--- config.mk ---
export PLATFORM = sky130hd
export DESIGN_NAME = ctbc_exec
export DESIGN_NICKNAME = d
export VERILOG_FILES = /design/src/ctbc_pkg.sv /design/src/ctbc_exec.sv
export SDC_FILE = /design/constraint.sdc
export NUM_CORES = 1
export LEC_CHECK = 0
export ABC_CLOCK_PERIOD_IN_PS = 11830
export BUFFER_PORTS_ARGS = -buffer_cell sky130_fd_sc_hd__buf_2
export CORE_MARGIN = 2
export CORE_UTILIZATION = 30
export CTS_CLUSTER_DIAMETER = 150
export DETAILED_ROUTE_END_ITERATION = 8
export SYNTH_ARGS = -nofsm -noshare
export SYNTH_HDL_FRONTEND = slang
export SYNTH_SLANG_ARGS = --single-unit
export TNS_END_PERCENT = 1
--- constraint.sdc ---
create_clock -name mclk -period 11.83 [get_ports mclk]
set_clock_uncertainty 0.15 [all_clocks]
set_input_delay 0.5915 -clock mclk [delete_from_list [all_inputs] [get_ports mclk]]
set_output_delay 0.5915 -clock mclk [all_outputs]
set_load 0.01 [all_outputs]
--- src/ctbc_pkg.sv ---
package ctbc_pkg;

    // ==========================================
    // operation codes
    localparam logic [3:0] OP_BIT_TEST = 4'h0;
    localparam logic [3:0] OP_JUMP_ABSOLUTE = 4'h1;
    localparam logic [3:0] OP_CALL = 4'h2;
    localparam logic [3:0] OP_ZERO_DESTINATION = 4'h3;
    localparam logic [3:0] OP_ZERO_CARRY_FLAG = 4'h4;
    localparam logic [3:0] OP_ZERO_NEGATIVE_FLAG = 4'h5;
    localparam logic [3:0] OP_ZERO_ZERO_FLAG = 4'h6;
    localparam logic [3:0] OP_COMPARE_SUBTRACT = 4'h7;
    localparam logic [3:0] OP_DECIMAL_CARRY_ADD = 4'h8;

    // ==========================================
    // flag word layout, stack step, reset word and width constants
    localparam int FLAG_C = 0;
    localparam int FLAG_Z = 1;
    localparam int FLAG_N = 2;
    localparam int FLAG_V = 8;
    localparam logic [15:0] MASK_CARRY = 16'h0001;
    localparam logic [15:0] MASK_ZERO = 16'h0002;
    localparam logic [15:0] MASK_NEGATIVE = 16'h0004;
    localparam logic [15:0] STACK_STEP = 16'h0002;
    localparam logic [15:0] RESET_WORD = 16'h0000;
    localparam int WORD_MSB = 15;
    localparam int BYTE_MSB = 7;
    localparam int DIGITS = 4;

    // ==========================================
    // carriers
    typedef struct packed {
        logic [3:0] op;
        logic byte_mode;
        logic [15:0] src;
        logic [15:0] dst;
        logic [15:0] next_pc;
    } ctbc_req_t;

    typedef struct packed {
        logic [15:0] pc;
        logic [15:0] sp;
        logic [15:0] flags;
    } ctbc_arch_t;

    typedef struct packed {
        logic valid;
        logic [15:0] addr;
        logic [15:0] data;
        logic byte_mode;
    } ctbc_write_t;

endpackage : ctbc_pkg

--- src/ctbc_exec.sv ---
`timescale 1ns/100ps
// What this block does
// RL1 - bit test ANDs operands for flags only, writes nothing
// RL2 - bit test: zero if AND result zero, carry if nonzero, overflow cleared
// RL3 - single-bit mask makes carry equal the tested bit level
// RL4 - absolute jump loads source word into program counter, flags untouched
// RL5 - absolute jump is a word copy of any source operand to counter
// RL6 - call: latch target, stack pointer minus 2, push counter, load target
// RL7 - pushed value is the address of the instruction after the call
// RL8 - call reaches full 64K space, word only, flags unchanged
// RL9 - clear writes zero to destination, word or byte, flags unchanged
// RL10 - clear-carry resets only carry via mask-clear of constant 1
// RL11 - clear-negative ANDs flag word with FFFB, only negative reset
// RL12 - clear-zero ANDs flag word with FFFD, only zero reset
// RL13 - compare adds inverted source plus one to destination
// RL14 - compare discards difference, operands untouched, only flags change
// RL15 - compare sets negative, zero, carry out of MSB and overflow
// RL16 - decimal add-carry adds carry flag to destination in BCD
// RL17 - decimal carry on 9999 or 99 wrap, zero, negative from MSB
// RL18 - mode bits of the flag word are never altered
// RL19 - word treated as four positive BCD digits; non-BCD undefined
// RL20 - byte forms use low eight bits, flags from bit 7
module ctbc_exec (
    // clock and reset
    input wire logic mclk,
    input wire logic resetn,
    input wire logic clk_en,
    // request
    input wire logic req_valid,
    input wire ctbc_pkg::ctbc_req_t req,
    // architectural state
    output ctbc_pkg::ctbc_arch_t arch_q,
    // destination / stack write
    output ctbc_pkg::ctbc_write_t wr_q,
    // status
    output logic busy_q,
    output logic done_q
);

    // ==========================================
    // call sequencing
    typedef enum logic [2:0] {
        ST_IDLE = 3'b001,
        ST_PUSH = 3'b010,
        ST_LOAD = 3'b100
    } ctbc_state_t;

    ctbc_state_t state_q, state_d;
    logic [15:0] tmp_q, tmp_d;
    ctbc_pkg::ctbc_arch_t arch_d;
    ctbc_pkg::ctbc_write_t wr_d;
    logic busy_d, done_d;

    // ==========================================
    // combinational results
    logic [15:0] and_res, sub_res, bcd_res, opd_src, opd_dst;
    logic [16:0] sub_sum;
    logic sub_c, sub_v, bcd_c;
    logic [4:0] dig_carry;

    assign opd_src = req.byte_mode ? {8'h00, req.src[7:0]} : req.src;          // see RL20
    assign opd_dst = req.byte_mode ? {8'h00, req.dst[7:0]} : req.dst;          // see RL20
    assign and_res = opd_src & opd_dst;                                        // see RL1
    assign sub_sum = {1'b0, opd_dst} + {1'b0, ~opd_src} + 17'h00001;           // see RL13
    assign sub_res = sub_sum[15:0];

    always_comb begin
        if (req.byte_mode) begin
            // upper byte of the inverted source is all ones, so bit 8 holds the inverted byte carry
            sub_c = ~sub_res[8];                                               // see RL20
            sub_v = (opd_dst[7] != opd_src[7]) && (sub_res[7] != opd_dst[7]);  // see RL15
        end else begin
            sub_c = sub_sum[16];                                               // see RL15
            sub_v = (opd_dst[15] != opd_src[15]) && (sub_res[15] != opd_dst[15]);
        end
    end

    // decimal adder: immediate zero source, carry flag as carry in
    genvar g;
    assign dig_carry[0] = arch_q.flags[ctbc_pkg::FLAG_C];                      // see RL16
    generate
        for (g = 0; g < ctbc_pkg::DIGITS; g++) begin : g_bcd
            logic [4:0] raw;
            assign raw = {1'b0, opd_dst[4*g+3:4*g]} + {4'h0, dig_carry[g]};    // see RL19
            assign dig_carry[g+1] = (raw > 5'h09);
            assign bcd_res[4*g+3:4*g] = dig_carry[g+1] ? 4'((raw + 5'h06) & 5'h0F) : raw[3:0];
        end
    endgenerate
    assign bcd_c = req.byte_mode ? dig_carry[2] : dig_carry[ctbc_pkg::DIGITS]; // see RL17

    // ==========================================
    // next state
    always_comb begin
        logic [15:0] res;
        logic res_msb;
        res = '0;
        res_msb = 1'b0;
        state_d = state_q;
        tmp_d = tmp_q;
        arch_d = arch_q;
        wr_d = '0;
        busy_d = busy_q;
        done_d = 1'b0;
        unique case (state_q)
            ST_IDLE: begin
                if (req_valid) begin
                    arch_d.pc = req.next_pc;
                    unique case (req.op)
                        ctbc_pkg::OP_BIT_TEST: begin
                            res = req.byte_mode ? {8'h00, and_res[7:0]} : and_res;
                            res_msb = req.byte_mode ? res[ctbc_pkg::BYTE_MSB] : res[ctbc_pkg::WORD_MSB];
                            arch_d.flags[ctbc_pkg::FLAG_N] = res_msb;
                            arch_d.flags[ctbc_pkg::FLAG_Z] = (res == 16'h0000);   // see RL2
                            arch_d.flags[ctbc_pkg::FLAG_C] = (res != 16'h0000);   // see RL2, RL3
                            arch_d.flags[ctbc_pkg::FLAG_V] = 1'b0;                // see RL2
                            done_d = 1'b1;
                        end
                        ctbc_pkg::OP_JUMP_ABSOLUTE: begin
                            arch_d.pc = req.src;                                  // see RL4, RL5
                            done_d = 1'b1;
                        end
                        ctbc_pkg::OP_CALL: begin
                            tmp_d = req.src;                                      // see RL6
                            arch_d.sp = arch_q.sp - ctbc_pkg::STACK_STEP;         // see RL6
                            state_d = ST_PUSH;
                            busy_d = 1'b1;
                        end
                        ctbc_pkg::OP_ZERO_DESTINATION: begin
                            wr_d.valid = 1'b1;                                    // see RL9
                            wr_d.addr = req.dst;
                            wr_d.data = ctbc_pkg::RESET_WORD;
                            wr_d.byte_mode = req.byte_mode;
                            done_d = 1'b1;
                        end
                        ctbc_pkg::OP_ZERO_CARRY_FLAG: begin
                            arch_d.flags = arch_q.flags & ~ctbc_pkg::MASK_CARRY;  // see RL10, RL18
                            done_d = 1'b1;
                        end
                        ctbc_pkg::OP_ZERO_NEGATIVE_FLAG: begin
                            arch_d.flags = arch_q.flags & ~ctbc_pkg::MASK_NEGATIVE; // see RL11
                            done_d = 1'b1;
                        end
                        ctbc_pkg::OP_ZERO_ZERO_FLAG: begin
                            arch_d.flags = arch_q.flags & ~ctbc_pkg::MASK_ZERO;   // see RL12
                            done_d = 1'b1;
                        end
                        ctbc_pkg::OP_COMPARE_SUBTRACT: begin
                            // difference goes nowhere but the flags
                            res = req.byte_mode ? {8'h00, sub_res[7:0]} : sub_res; // see RL14
                            res_msb = req.byte_mode ? res[ctbc_pkg::BYTE_MSB] : res[ctbc_pkg::WORD_MSB];
                            arch_d.flags[ctbc_pkg::FLAG_N] = res_msb;             // see RL15
                            arch_d.flags[ctbc_pkg::FLAG_Z] = (res == 16'h0000);
                            arch_d.flags[ctbc_pkg::FLAG_C] = sub_c;
                            arch_d.flags[ctbc_pkg::FLAG_V] = sub_v;
                            done_d = 1'b1;
                        end
                        ctbc_pkg::OP_DECIMAL_CARRY_ADD: begin
                            res = req.byte_mode ? {8'h00, bcd_res[7:0]} : bcd_res; // see RL16
                            res_msb = req.byte_mode ? res[ctbc_pkg::BYTE_MSB] : res[ctbc_pkg::WORD_MSB];
                            wr_d.valid = 1'b1;
                            wr_d.addr = req.dst;
                            wr_d.data = res;
                            wr_d.byte_mode = req.byte_mode;
                            arch_d.flags[ctbc_pkg::FLAG_N] = res_msb;             // see RL17
                            arch_d.flags[ctbc_pkg::FLAG_Z] = (res == 16'h0000);
                            arch_d.flags[ctbc_pkg::FLAG_C] = bcd_c;
                            // overflow undefined; left as it was
                            done_d = 1'b1;
                        end
                        default: begin
                            // unknown codes retire with only the counter advanced
                            done_d = 1'b1;
                        end
                    endcase
                end
            end
            ST_PUSH: begin
                wr_d.valid = 1'b1;                                                // see RL6
                wr_d.addr = arch_q.sp;
                wr_d.data = arch_q.pc;                                            // see RL7
                wr_d.byte_mode = 1'b0;                                            // see RL8
                state_d = ST_LOAD;
            end
            ST_LOAD: begin
                arch_d.pc = tmp_q;                                                // see RL6, RL8
                state_d = ST_IDLE;
                busy_d = 1'b0;
                done_d = 1'b1;
            end
            default: begin
                state_d = ST_IDLE;
                busy_d = 1'b0;
            end
        endcase
    end

    // ==========================================
    // registers
    always_ff @(posedge mclk or negedge resetn) begin
        if (!resetn) begin
            state_q <= ST_IDLE;
            tmp_q <= ctbc_pkg::RESET_WORD;
            arch_q <= '0;
            wr_q <= '0;
            busy_q <= 1'b0;
            done_q <= 1'b0;
        end else if (clk_en) begin
            state_q <= state_d;
            tmp_q <= tmp_d;
            arch_q <= arch_d;
            wr_q <= wr_d;
            busy_q <= busy_d;
            done_q <= done_d;
        end
    end

endmodule : ctbc_exec

## After elaboration in Yosys (flattened, before gate mapping)

Index checks and enable logic that the tools add are counted.

- Bits in registers: 91
- Bits of input ports: 57
- Output and inout port bits: 84
- Word-level logic and storage cells: 106

- Add/subtract/negate cells: 11
- $lt $le $gt $ge: 4
- Equality and inequality tests: 17
- Mux-type cells: 33
- Bitwise logic cells: 7
- Reductions and logical operators: 20

Operator list:

| operator | number |
|---|---|
| $pmux W34 S2 | 2 |
| $mux W16 | 7 |
| $logic_not A16 Y1 | 3 |
| $mux W48 | 1 |
| $mux W34 | 1 |
| $pmux W16 S2 | 1 |
| $add A4 B1 Y5 | 4 |
| $gt A5 B4 Y1 const B | 4 |
| $pmux W3 S6 | 1 |
| $reduce_and A6 Y1 | 3 |
| $add A16 B16 Y17 | 1 |
| $add A17 B1 Y17 const B | 1 |
| $add A4 B3 Y4 const B | 4 |
| $and A16 B16 Y16 | 1 |
| $eq A4 B3 Y1 const B | 4 |
| $mux W4 | 4 |
| $not A16 Y16 | 1 |
| $reduce_bool A16 Y1 | 1 |
| $sub A16 B2 Y16 const B | 1 |
| $reduce_and A4 Y1 | 3 |
| $reduce_bool A4 Y1 | 3 |
| $mux W1 | 10 |
| $eq A4 B2 Y1 const B | 2 |
| $mux W3 | 2 |
| 15 further kinds | 27 |

## Logic depth before layout (Yosys ltp)

Gate-level depths: netlist of the first run.

- Word-level depth: 15
- Gate-level depth with buffers: 33
- Depth with buffers taken out: 31

## Least setup slack after synthesis of the first run

Ideal clock, no wire load.

- Path type: in2reg
- From: input req[16] (netlist bit)
- To: register wr_q[14] (netlist bit)
- Setup time: 141 ps
- Arrival: 5707 ps
- Data required time: 11539 ps
- Slack: 5832 ps
- Stages on the path: 30
- Path buffers: 2
- Path through: ha_1 ha_1 and3b_1 nand3_1 and2_1 ha_1 ha_1 clkbuf_1 or2_2 a21oi_1 nor2_1 ha_1 ha_1 clkbuf_1 nand2b_1 mux2i_1 a211o_1 inv_1 ha_1 ha_1 xor2_1 inv_1 ha_1 nor2b_1 nor2_1 nand2_1 and4_1 or3_1 a22oi_1 o22ai_1

- Cells in the longest elaborated chain, start to end: 14
- Elaborated cells on any way between the ends: 15
- Those cells by class: add/sub (5); order compare (4); mux (6)

RTL lines:

| item | line | text |
|---|---|---|
| start: declaration | ctbc_exec.sv:30 | `input wire ctbc_pkg::ctbc_req_t req,` |
| $mux W16 (*) | ctbc_exec.sv:62 | `assign opd_dst = req.byte_mode ? {8'h00, req.dst[7:0]} : req.dst;` |
| $add A4 B1 Y5 (*) | ctbc_exec.sv:84 | `assign raw = {1'b0, opd_dst[4*g+3:4*g]} + {4'h0, dig_carry[g]};` |
| $gt A5 B4 Y1 (*) | ctbc_exec.sv:85 | `assign dig_carry[g+1] = (raw > 5'h09);` |
| $add A4 B1 Y5 (*) | ctbc_exec.sv:84 |  |
| $gt A5 B4 Y1 (*) | ctbc_exec.sv:85 |  |
| $add A4 B1 Y5 (*) | ctbc_exec.sv:84 |  |
| $gt A5 B4 Y1 (*) | ctbc_exec.sv:85 |  |
| $add A4 B1 Y5 (*) | ctbc_exec.sv:84 |  |
| $add A4 B3 Y4 / $gt A5 B4 Y1 (equally long branches) | ctbc_exec.sv:86, ctbc_exec.sv:85 |  |
| $mux W4 (*) | ctbc_exec.sv:86 | `assign bcd_res[4*g+3:4*g] = dig_carry[g+1] ? 4'((raw + 5'h06) & 5'h0F) : raw[3:0];` |
| $mux W16 (*) | ctbc_exec.sv:158 | `res = req.byte_mode ? {8'h00, bcd_res[7:0]} : bcd_res;` |
| $pmux W34 S2 (*) | ctbc_exec.sv:108 | `unique case (req.op)` |
| $mux W34 (*) | ctbc_exec.sv:106 | `if (req_valid) begin` |
| $pmux W34 S2 (*) | ctbc_exec.sv:104 | `unique case (state_q)` |
| end signal: assignment | ctbc_exec.sv:211 | `wr_q <= wr_d;` |
| end: declaration | ctbc_exec.sv:34 | `output ctbc_pkg::ctbc_write_t wr_q,` |

Mark *: on every way between the ends. The rest lies on a longest branch, timed or not.
A chain may end at the register's enable or synchronous reset.

## Worst setup path in the final report of the first run

- From: register arch_q[0] (netlist bit)
- To: register arch_q[1] (netlist bit)

- Cells in the longest elaborated chain, start to end: 12
- Elaborated cells on any way between the ends: 19
- Those cells by class: add/sub (8); order compare (4); mux (6); reduce/logical (1)

RTL lines:

| item | line | text |
|---|---|---|
| start: declaration | ctbc_exec.sv:32 | `output ctbc_pkg::ctbc_arch_t arch_q,` |
| start signal: assignment | ctbc_exec.sv:210 | `arch_q <= arch_d;` |
| $add A4 B1 Y5 (*) | ctbc_exec.sv:84 |  |
| $gt A5 B4 Y1 | ctbc_exec.sv:85 |  |
| $add A4 B1 Y5 | ctbc_exec.sv:84 |  |
| $gt A5 B4 Y1 | ctbc_exec.sv:85 |  |
| $add A4 B1 Y5 | ctbc_exec.sv:84 |  |
| $gt A5 B4 Y1 | ctbc_exec.sv:85 |  |
| $add A4 B1 Y5 | ctbc_exec.sv:84 |  |
| $add A4 B3 Y4 / $gt A5 B4 Y1 (equally long branches) | ctbc_exec.sv:86, ctbc_exec.sv:85 |  |
| $mux W4 | ctbc_exec.sv:86 |  |
| $mux W16 (*) | ctbc_exec.sv:158 |  |
| $logic_not A16 Y1 (*) | ctbc_exec.sv:165 | `arch_d.flags[ctbc_pkg::FLAG_Z] = (res == 16'h0000);` |
| $pmux W3 S6 (*) | ctbc_exec.sv:108 |  |

Marks and branches as above.

==> flow_summary.yaml, run 1 <==
placement:
  hpwl_um: 15300
  gp_routability_congestion: 0.836
  pre_cts_ws_ps: 5210
  dp_cells: 1126
  port_buffers: 127
final_layout:
  layout-drive-gt1-share: 0.198
  stdcell_count: 1142
  syn_to_final_growth_pct: 17.9
  fin_util: 0.359
  nets: 964
  most-common-layout-cells: "buf_2, dfrtp_1, nand2_1"
  fill_cells: 2233
  final_common_cell: "buf_2"
  antennaDiodeCount: 0
floorplanning:
  initial_core_util: 0.305
  core_mm2: 0.0210
  die_y_um: 150
  die_w_um: 150
  fp-row-count: 53
  die-area_mm2: 0.0225
  io_pins: 141
global_route:
  grt_overflow: 0
  antenna_found_initial: 1
  grt_pass1_vias: 5604
  track_usage: 0.181
  grt_pass1_wl_um: 31600
  grt_max_degree: 47
timing:
  tns_ps: 0
  whs_ps: 79.5
  final-setup-viol-count: 0
  worst_slack_ps: 5440
  final-max-slew-violation-count: 0
  fmax_mhz: 156
  min_period_ps: 6390
  relSlewSlack: 0.413
  tightestPinTransition_ps: 880
  finalHoldViolCount: 0
  finalCritPeriodShare: 0.540
  rsz0062_at_grt: "no"
yosys:
  synth.mux.area_fraction: 0.0443
  ys_seq_area_frac: 0.353
  yosysWarnings: 0
  async_reset_ff_frac: 1.00
  yosys.area_share.simple: 0.181
  netlist_instances: 757
  ys_seq_elements: 90
  ys.flop_type: "dfrtp_1"
  synth.avg_cell_area_um2: 8.44
  ys_types: 70
  synth-edff-count: 0
  synth_area_mm2: 0.00639
  synth_top_family_by_area: "compound AO/OA/AOI/OAI gates"
  synthXorXnorAreaFrac: 0.0452
  synth-adder-area-share: 0.0881
  synth-compound-area-share: 0.210
setup_path:
  reg2reg_slack_ps: 5440
  crit_family: "adder cells"
  required_ps: 11990
  r2r-start: "arch_q[0]"
  cp.buffers_inverters: 2
  path_class: "flip-flop to flip-flop"
  crit_top_cell: "ha_1"
  r2r_end: "arch_q[1]"
  cp_max_fo: 10
  end_kind: "flip-flop"
  arrival_ps: 6550
  crit_path_max_incr_delay_ps: 400
  crit_slowest_cell: "dfrtp_1"
  r2r_cells: 31
  start_kind: "flip-flop"
run:
  drv_cap: 0
outcome:
  status: "completed"
clock_network:
  hold_buffers: 0
  htree_num_levels: 3
  ctsResizeCount: 0
  cts_tree: "yes"
  numCtsBuffers: 9
  cts.path.max_buffers: 2
  post-cts-setup-buffers: 0
  worstSkewPairLatency_ps: 360
  clkTransAtPathRegs_ps: 80
  root_buffer: "clkbuf_16"
  cts.sinks: 90
route:
  drtIter0Drc: 399
  drt-pass1-iter-count: 5
  totalWireLength_um: 20100
  vias_per_cell: 5.08
  wl_per_cell_um: 17.6
  dr_total_vias: 5798
  drc: 0
  ant_nets: 0
power_and_ir_drop:
  netSwitchingFraction: 0.383
  switchingPower_mw: 0.392
  power_leakage_nw: 3.57
  p_int_mw: 0.631
  p_per_area_mw_per_mm2: 136
  p_seq_frac: 0.411
  worst_ir_drop_vdd_mv: 0.0626
  p_comb_frac: 0.301
  power.share.clock: 0.287
hold_path:
  min_path_type: "input port to asynchronous set/reset pin"
sequential cells by signal, indices dropped and copies added, names as in the netlist:
signal   count
arch_q      35
state_q      3
busy_q       1
tmp_q       16
wr_q        34
done_q       1
cell type report:
type	instances	area (um2)	share of cell area
Clock buffer	9	225	0.0299
Sequential cell	90	2250	0.299
Inverter	65	244	0.0324
Multi-Input combinational cell	561	3700	0.491
Clock inverter	7	71.3	0.00947
Timing Repair Buffer	135	698	0.0927
Tap cell	275	344	0.0457
cells by family (layout without fill, tap and decap cells):
logic type      count (synthesis)  count (layout)
buf+inv                       118             216
other cells                     1              13
flops                          90              90
compound gates                207             207
xor+xnor                       33              33
mux                            28              28
fa+ha+maj                      45              45
simple gates                  235             235
per-stage QoR:
stage,instance area [um2],power [mW]
after global routing,7530,1.09
after detailed placement,7240,0.734
final,7530,1.02
after floorplan,6430,0.607
after global placement,7240,0.729
after CTS,7530,1.03
worst max-delay path by stage:
stage | startpoint | end | slack, ps | cells after the start
global placement | req[16] | arch_q[1] | 5470 | 32
global route | arch_q[0] | arch_q[1] | 4940 | 31
floorplan | req[16] | wr_q[14] | 5830 | 30
detailed placement | req[16] | arch_q[1] | 5210 | 32
finish | arch_q[0] | arch_q[1] | 5440 | 31
CTS | arch_q[0] | arch_q[1] | 5520 | 31
synth_stat cells (3+ instances only):
master,count,area (um2)
dfrtp_1,89,2230
nand2_1,82,308
inv_1,65,244
nor2_1,51,191
o21ai_0,47,235
ha_1,45,563
a21oi_1,44,220
clkbuf_1,34,128
o22ai_1,34,213
a22oi_1,26,195
mux2i_1,26,260
xnor2_1,20,175
nand3_1,17,85.1
nor2b_1,16,100
buf_4,13,97.6
xor2_1,13,114
nor3_1,12,60.1
nor4_1,10,62.6
a31oi_1,9,56.3
nand2b_1,9,56.3
and3_1,4,25.0
buf_2,4,20.0
o21a_1,4,30.0
a21o_1,3,22.5
and2_1,3,18.8
and2b_1,3,22.5
nand3b_1,3,22.5
nand4_1,3,18.8
o2111ai_1,3,26.3
o21ai_1,3,15.0
o221ai_1,3,26.3
o32ai_1,3,26.3
or2_2,3,18.8
or3_1,3,18.8
power by group through the flow:
stage	combinational, mW	sequential [mW]	clock, mW
5_1_grt	0.346	0.428	0.315
3_5_place_dp	0.309	0.426	0
3_3_place_gp	0.304	0.424	0
2_1_floorplan	0.184	0.423	0
4_1_cts	0.310	0.420	0.303
6_report	0.308	0.421	0.294
routing by layer:
metal	track usage	wire length, um	vias up	share of wire
met5	0	0	-	0
met4	0.0434	247	0	0.012
met3	0.0317	1140	16	0.057
met2	0.274	8730	183	0.44
met1	0.267	9930	2748	0.50
li1	-	-	2851	-
(Power assumes the default switching activity.)
==> inputs of run 2 (changes only) <==
--- a/config.mk
+++ b/config.mk
@@ -5,7 +5,7 @@
 export SDC_FILE = /design/constraint.sdc
 export NUM_CORES = 1
 export LEC_CHECK = 0
-export ABC_CLOCK_PERIOD_IN_PS = 11830
+export ABC_CLOCK_PERIOD_IN_PS = 5950
 export BUFFER_PORTS_ARGS = -buffer_cell sky130_fd_sc_hd__buf_2
 export CORE_MARGIN = 2
 export CORE_UTILIZATION = 30
==> constraint.sdc (replaced) <==
create_clock -name mclk -period 5.95 [get_ports mclk]
set_clock_uncertainty 0.15 [all_clocks]
set_input_delay 0.2975 -clock mclk [delete_from_list [all_inputs] [get_ports mclk]]
set_output_delay 0.2975 -clock mclk [all_outputs]
set_load 0.01 [all_outputs]
==> run 2 against run 1 <==
Hold slack got worse by 68 ps. Register-to-register slack got worse by 5200 ps. Sequential cell count unchanged. Sequential power increased by 98%. Wire length decreased by 0.55%. Final area increased by 2.1%. Die area unchanged.
==> flow_summary.yaml, run 2 (synthesis gave the netlist of run 1 again) <==
clock_network:
  cts.sinks: 90
  numCtsBuffers: 9
  clkTransAtPathRegs_ps: 80
  cts_tree: "yes"
  htree_num_levels: 3
  root_buffer: "clkbuf_16"
  worstSkewPairLatency_ps: 360
  cts.path.max_buffers: 2
timing:
  finalCritPeriodShare: 0.958
  final-max-slew-violation-count: 0
  min_period_ps: 5700
  finalHoldViolCount: 0
  relSlewSlack: 0.404
  tightestPinTransition_ps: 894
  tns_ps: 0
  fmax_mhz: 175
  final-setup-viol-count: 0
final_layout:
  top_register: "arch_q"
  fin_util: 0.367
  stdcell_count: 1156
  antennaDiodeCount: 0
  top_regs: "arch_q x35, wr_q x34, tmp_q x16"
  syn_to_final_growth_pct: 20.4
  layout-drive-gt1-share: 0.225
  final_common_cell: "buf_2"
  most-common-layout-cells: "buf_2, dfrtp_1, nand2_1"
  nets: 978
  largest_reg_flops: 35
power_and_ir_drop:
  total_power_mw: 2.05
  p_per_area_mw_per_mm2: 267
  worst_ir_drop_vdd_mv: 0.169
  power_leakage_nw: 3.62
setup_path:
  cp_max_fo: 7
  crit_slowest_cell: "dfrtp_1"
  required_ps: 6010
  end_kind: "flip-flop"
  arrival_ps: 5760
  crit_path_max_incr_delay_ps: 410
  start_kind: "flip-flop"
  path_class: "flip-flop to flip-flop"
  crit_top_cell: "ha_1"
global_route:
  antenna_found_initial: 0
  grt_max_degree: 58
  grt_pass1_wl_um: 30700
  grt_overflow: 0
  track_usage: 0.177
  grt_pass1_vias: 5500
placement:
  gp_routability_congestion: 0.861
  hpwl_um: 15300
  dp_cells: 1133
  port_buffers: 127
floorplanning:
  initial_core_util: 0.305
  die-area_mm2: 0.0225
  fp-row-count: 53
  io_pins: 141
  core_mm2: 0.0210
  die_y_um: 150
  die_w_um: 150
route:
  vias_per_cell: 5.07
  totalWireLength_um: 19900
  drc: 0
  drt-pass1-iter-count: 5
  wl_per_cell_um: 17.3
  dr_total_vias: 5865
  drtIter0Drc: 494
  ant_nets: 0
run:
  drv_cap: 0
hold_path:
  min_path_type: "input port to flip-flop"
outcome:
  status: "completed"
## run 2: metrics by stage
| step | area (um2) | hold WS [ps] | worst slack, ps |
|---|---|---|---|
| 5_1_grt | 7690 | 32.8 | -39.1 |
| 4_1_cts | 7600 | 6.97 | 6.59 |
| 3_5_place_dp | 7290 | 128 | -38.1 |
| 3_3_place_gp | 7290 | 129 | 131 |
| 6_report | 7690 | 11.5 | 249 |
| 2_1_floorplan | 6430 | -148 | 125 |
## run 2: area by class of cell
type	count	area, um2
clock buffers	9	225
clock inverters	7	71.3
fillers	2247	13300
inverters	65	244
multi-input cells	561	3750
flip-flops and latches	90	2250
well taps	275	344
repair buffers	149	806
## run 2: power by group
part / internal (mW) / leakage (nW) / switching [mW]
Combinational: 0.262 / 2.28 / 0.377
Clock: 0.296 / 0.139 / 0.285
Sequential: 0.715 / 1.21 / 0.120
## run 2: critical path, delay by kind of cell (launching register included)
kind | cells | cell delay (ps)
AOI/OAI and AO/OA | 4 | 530
xor gates and xnor gates | 1 | 200
adders and majority gates | 9 | 1900
buffers and inverters | 2 | 110
DFF | 1 | 410
muxes | 1 | 190
and+or+nand+nor | 11 | 2060
## run 2: per-layer routing
metal / wire length [um] / vias to the layer above / track usage / share of wire
li1: - / 2889 / - / -
met1: 9620 / 2768 / 0.260 / 0.48
met2: 8740 / 195 / 0.271 / 0.44
met3: 1400 / 13 / 0.0357 / 0.070
met4: 184 / 0 / 0.0330 / 0.0092
met5: 0 / - / 0 / 0
## run 2: worst paths after layout
| path | slack (ps) | endpoint | cells after the start | start |
|---|---|---|---|---|
| max in group asynchronous | 4260 | tmp_q[4] | 3 | resetn |
| min in group asynchronous | 260 | wr_q[30] | 2 | resetn |
| worst min register to register | 330 | tmp_q[14] | 2 | tmp_q[14] |
| worst max-delay path | 250 | wr_q[14] | 28 | arch_q[0] |
| worst min-delay path | 10 | tmp_q[13] | 3 | req[45] |
| worst max register to register | 250 | wr_q[14] | 28 | arch_q[0] |
## run 2: timing repair
| action | in CTS | in global routing |
|---|---|---|
| buffers inserted | 1 | 5 |
| endpoints found under the hold margin | 33 | 0 |
| setup endpoints to repair | 1 | 5 |
| hold buffers | 1 | 0 |
| gates resized for setup | 0 | 15 |
| pin swaps | 1 | 6 |
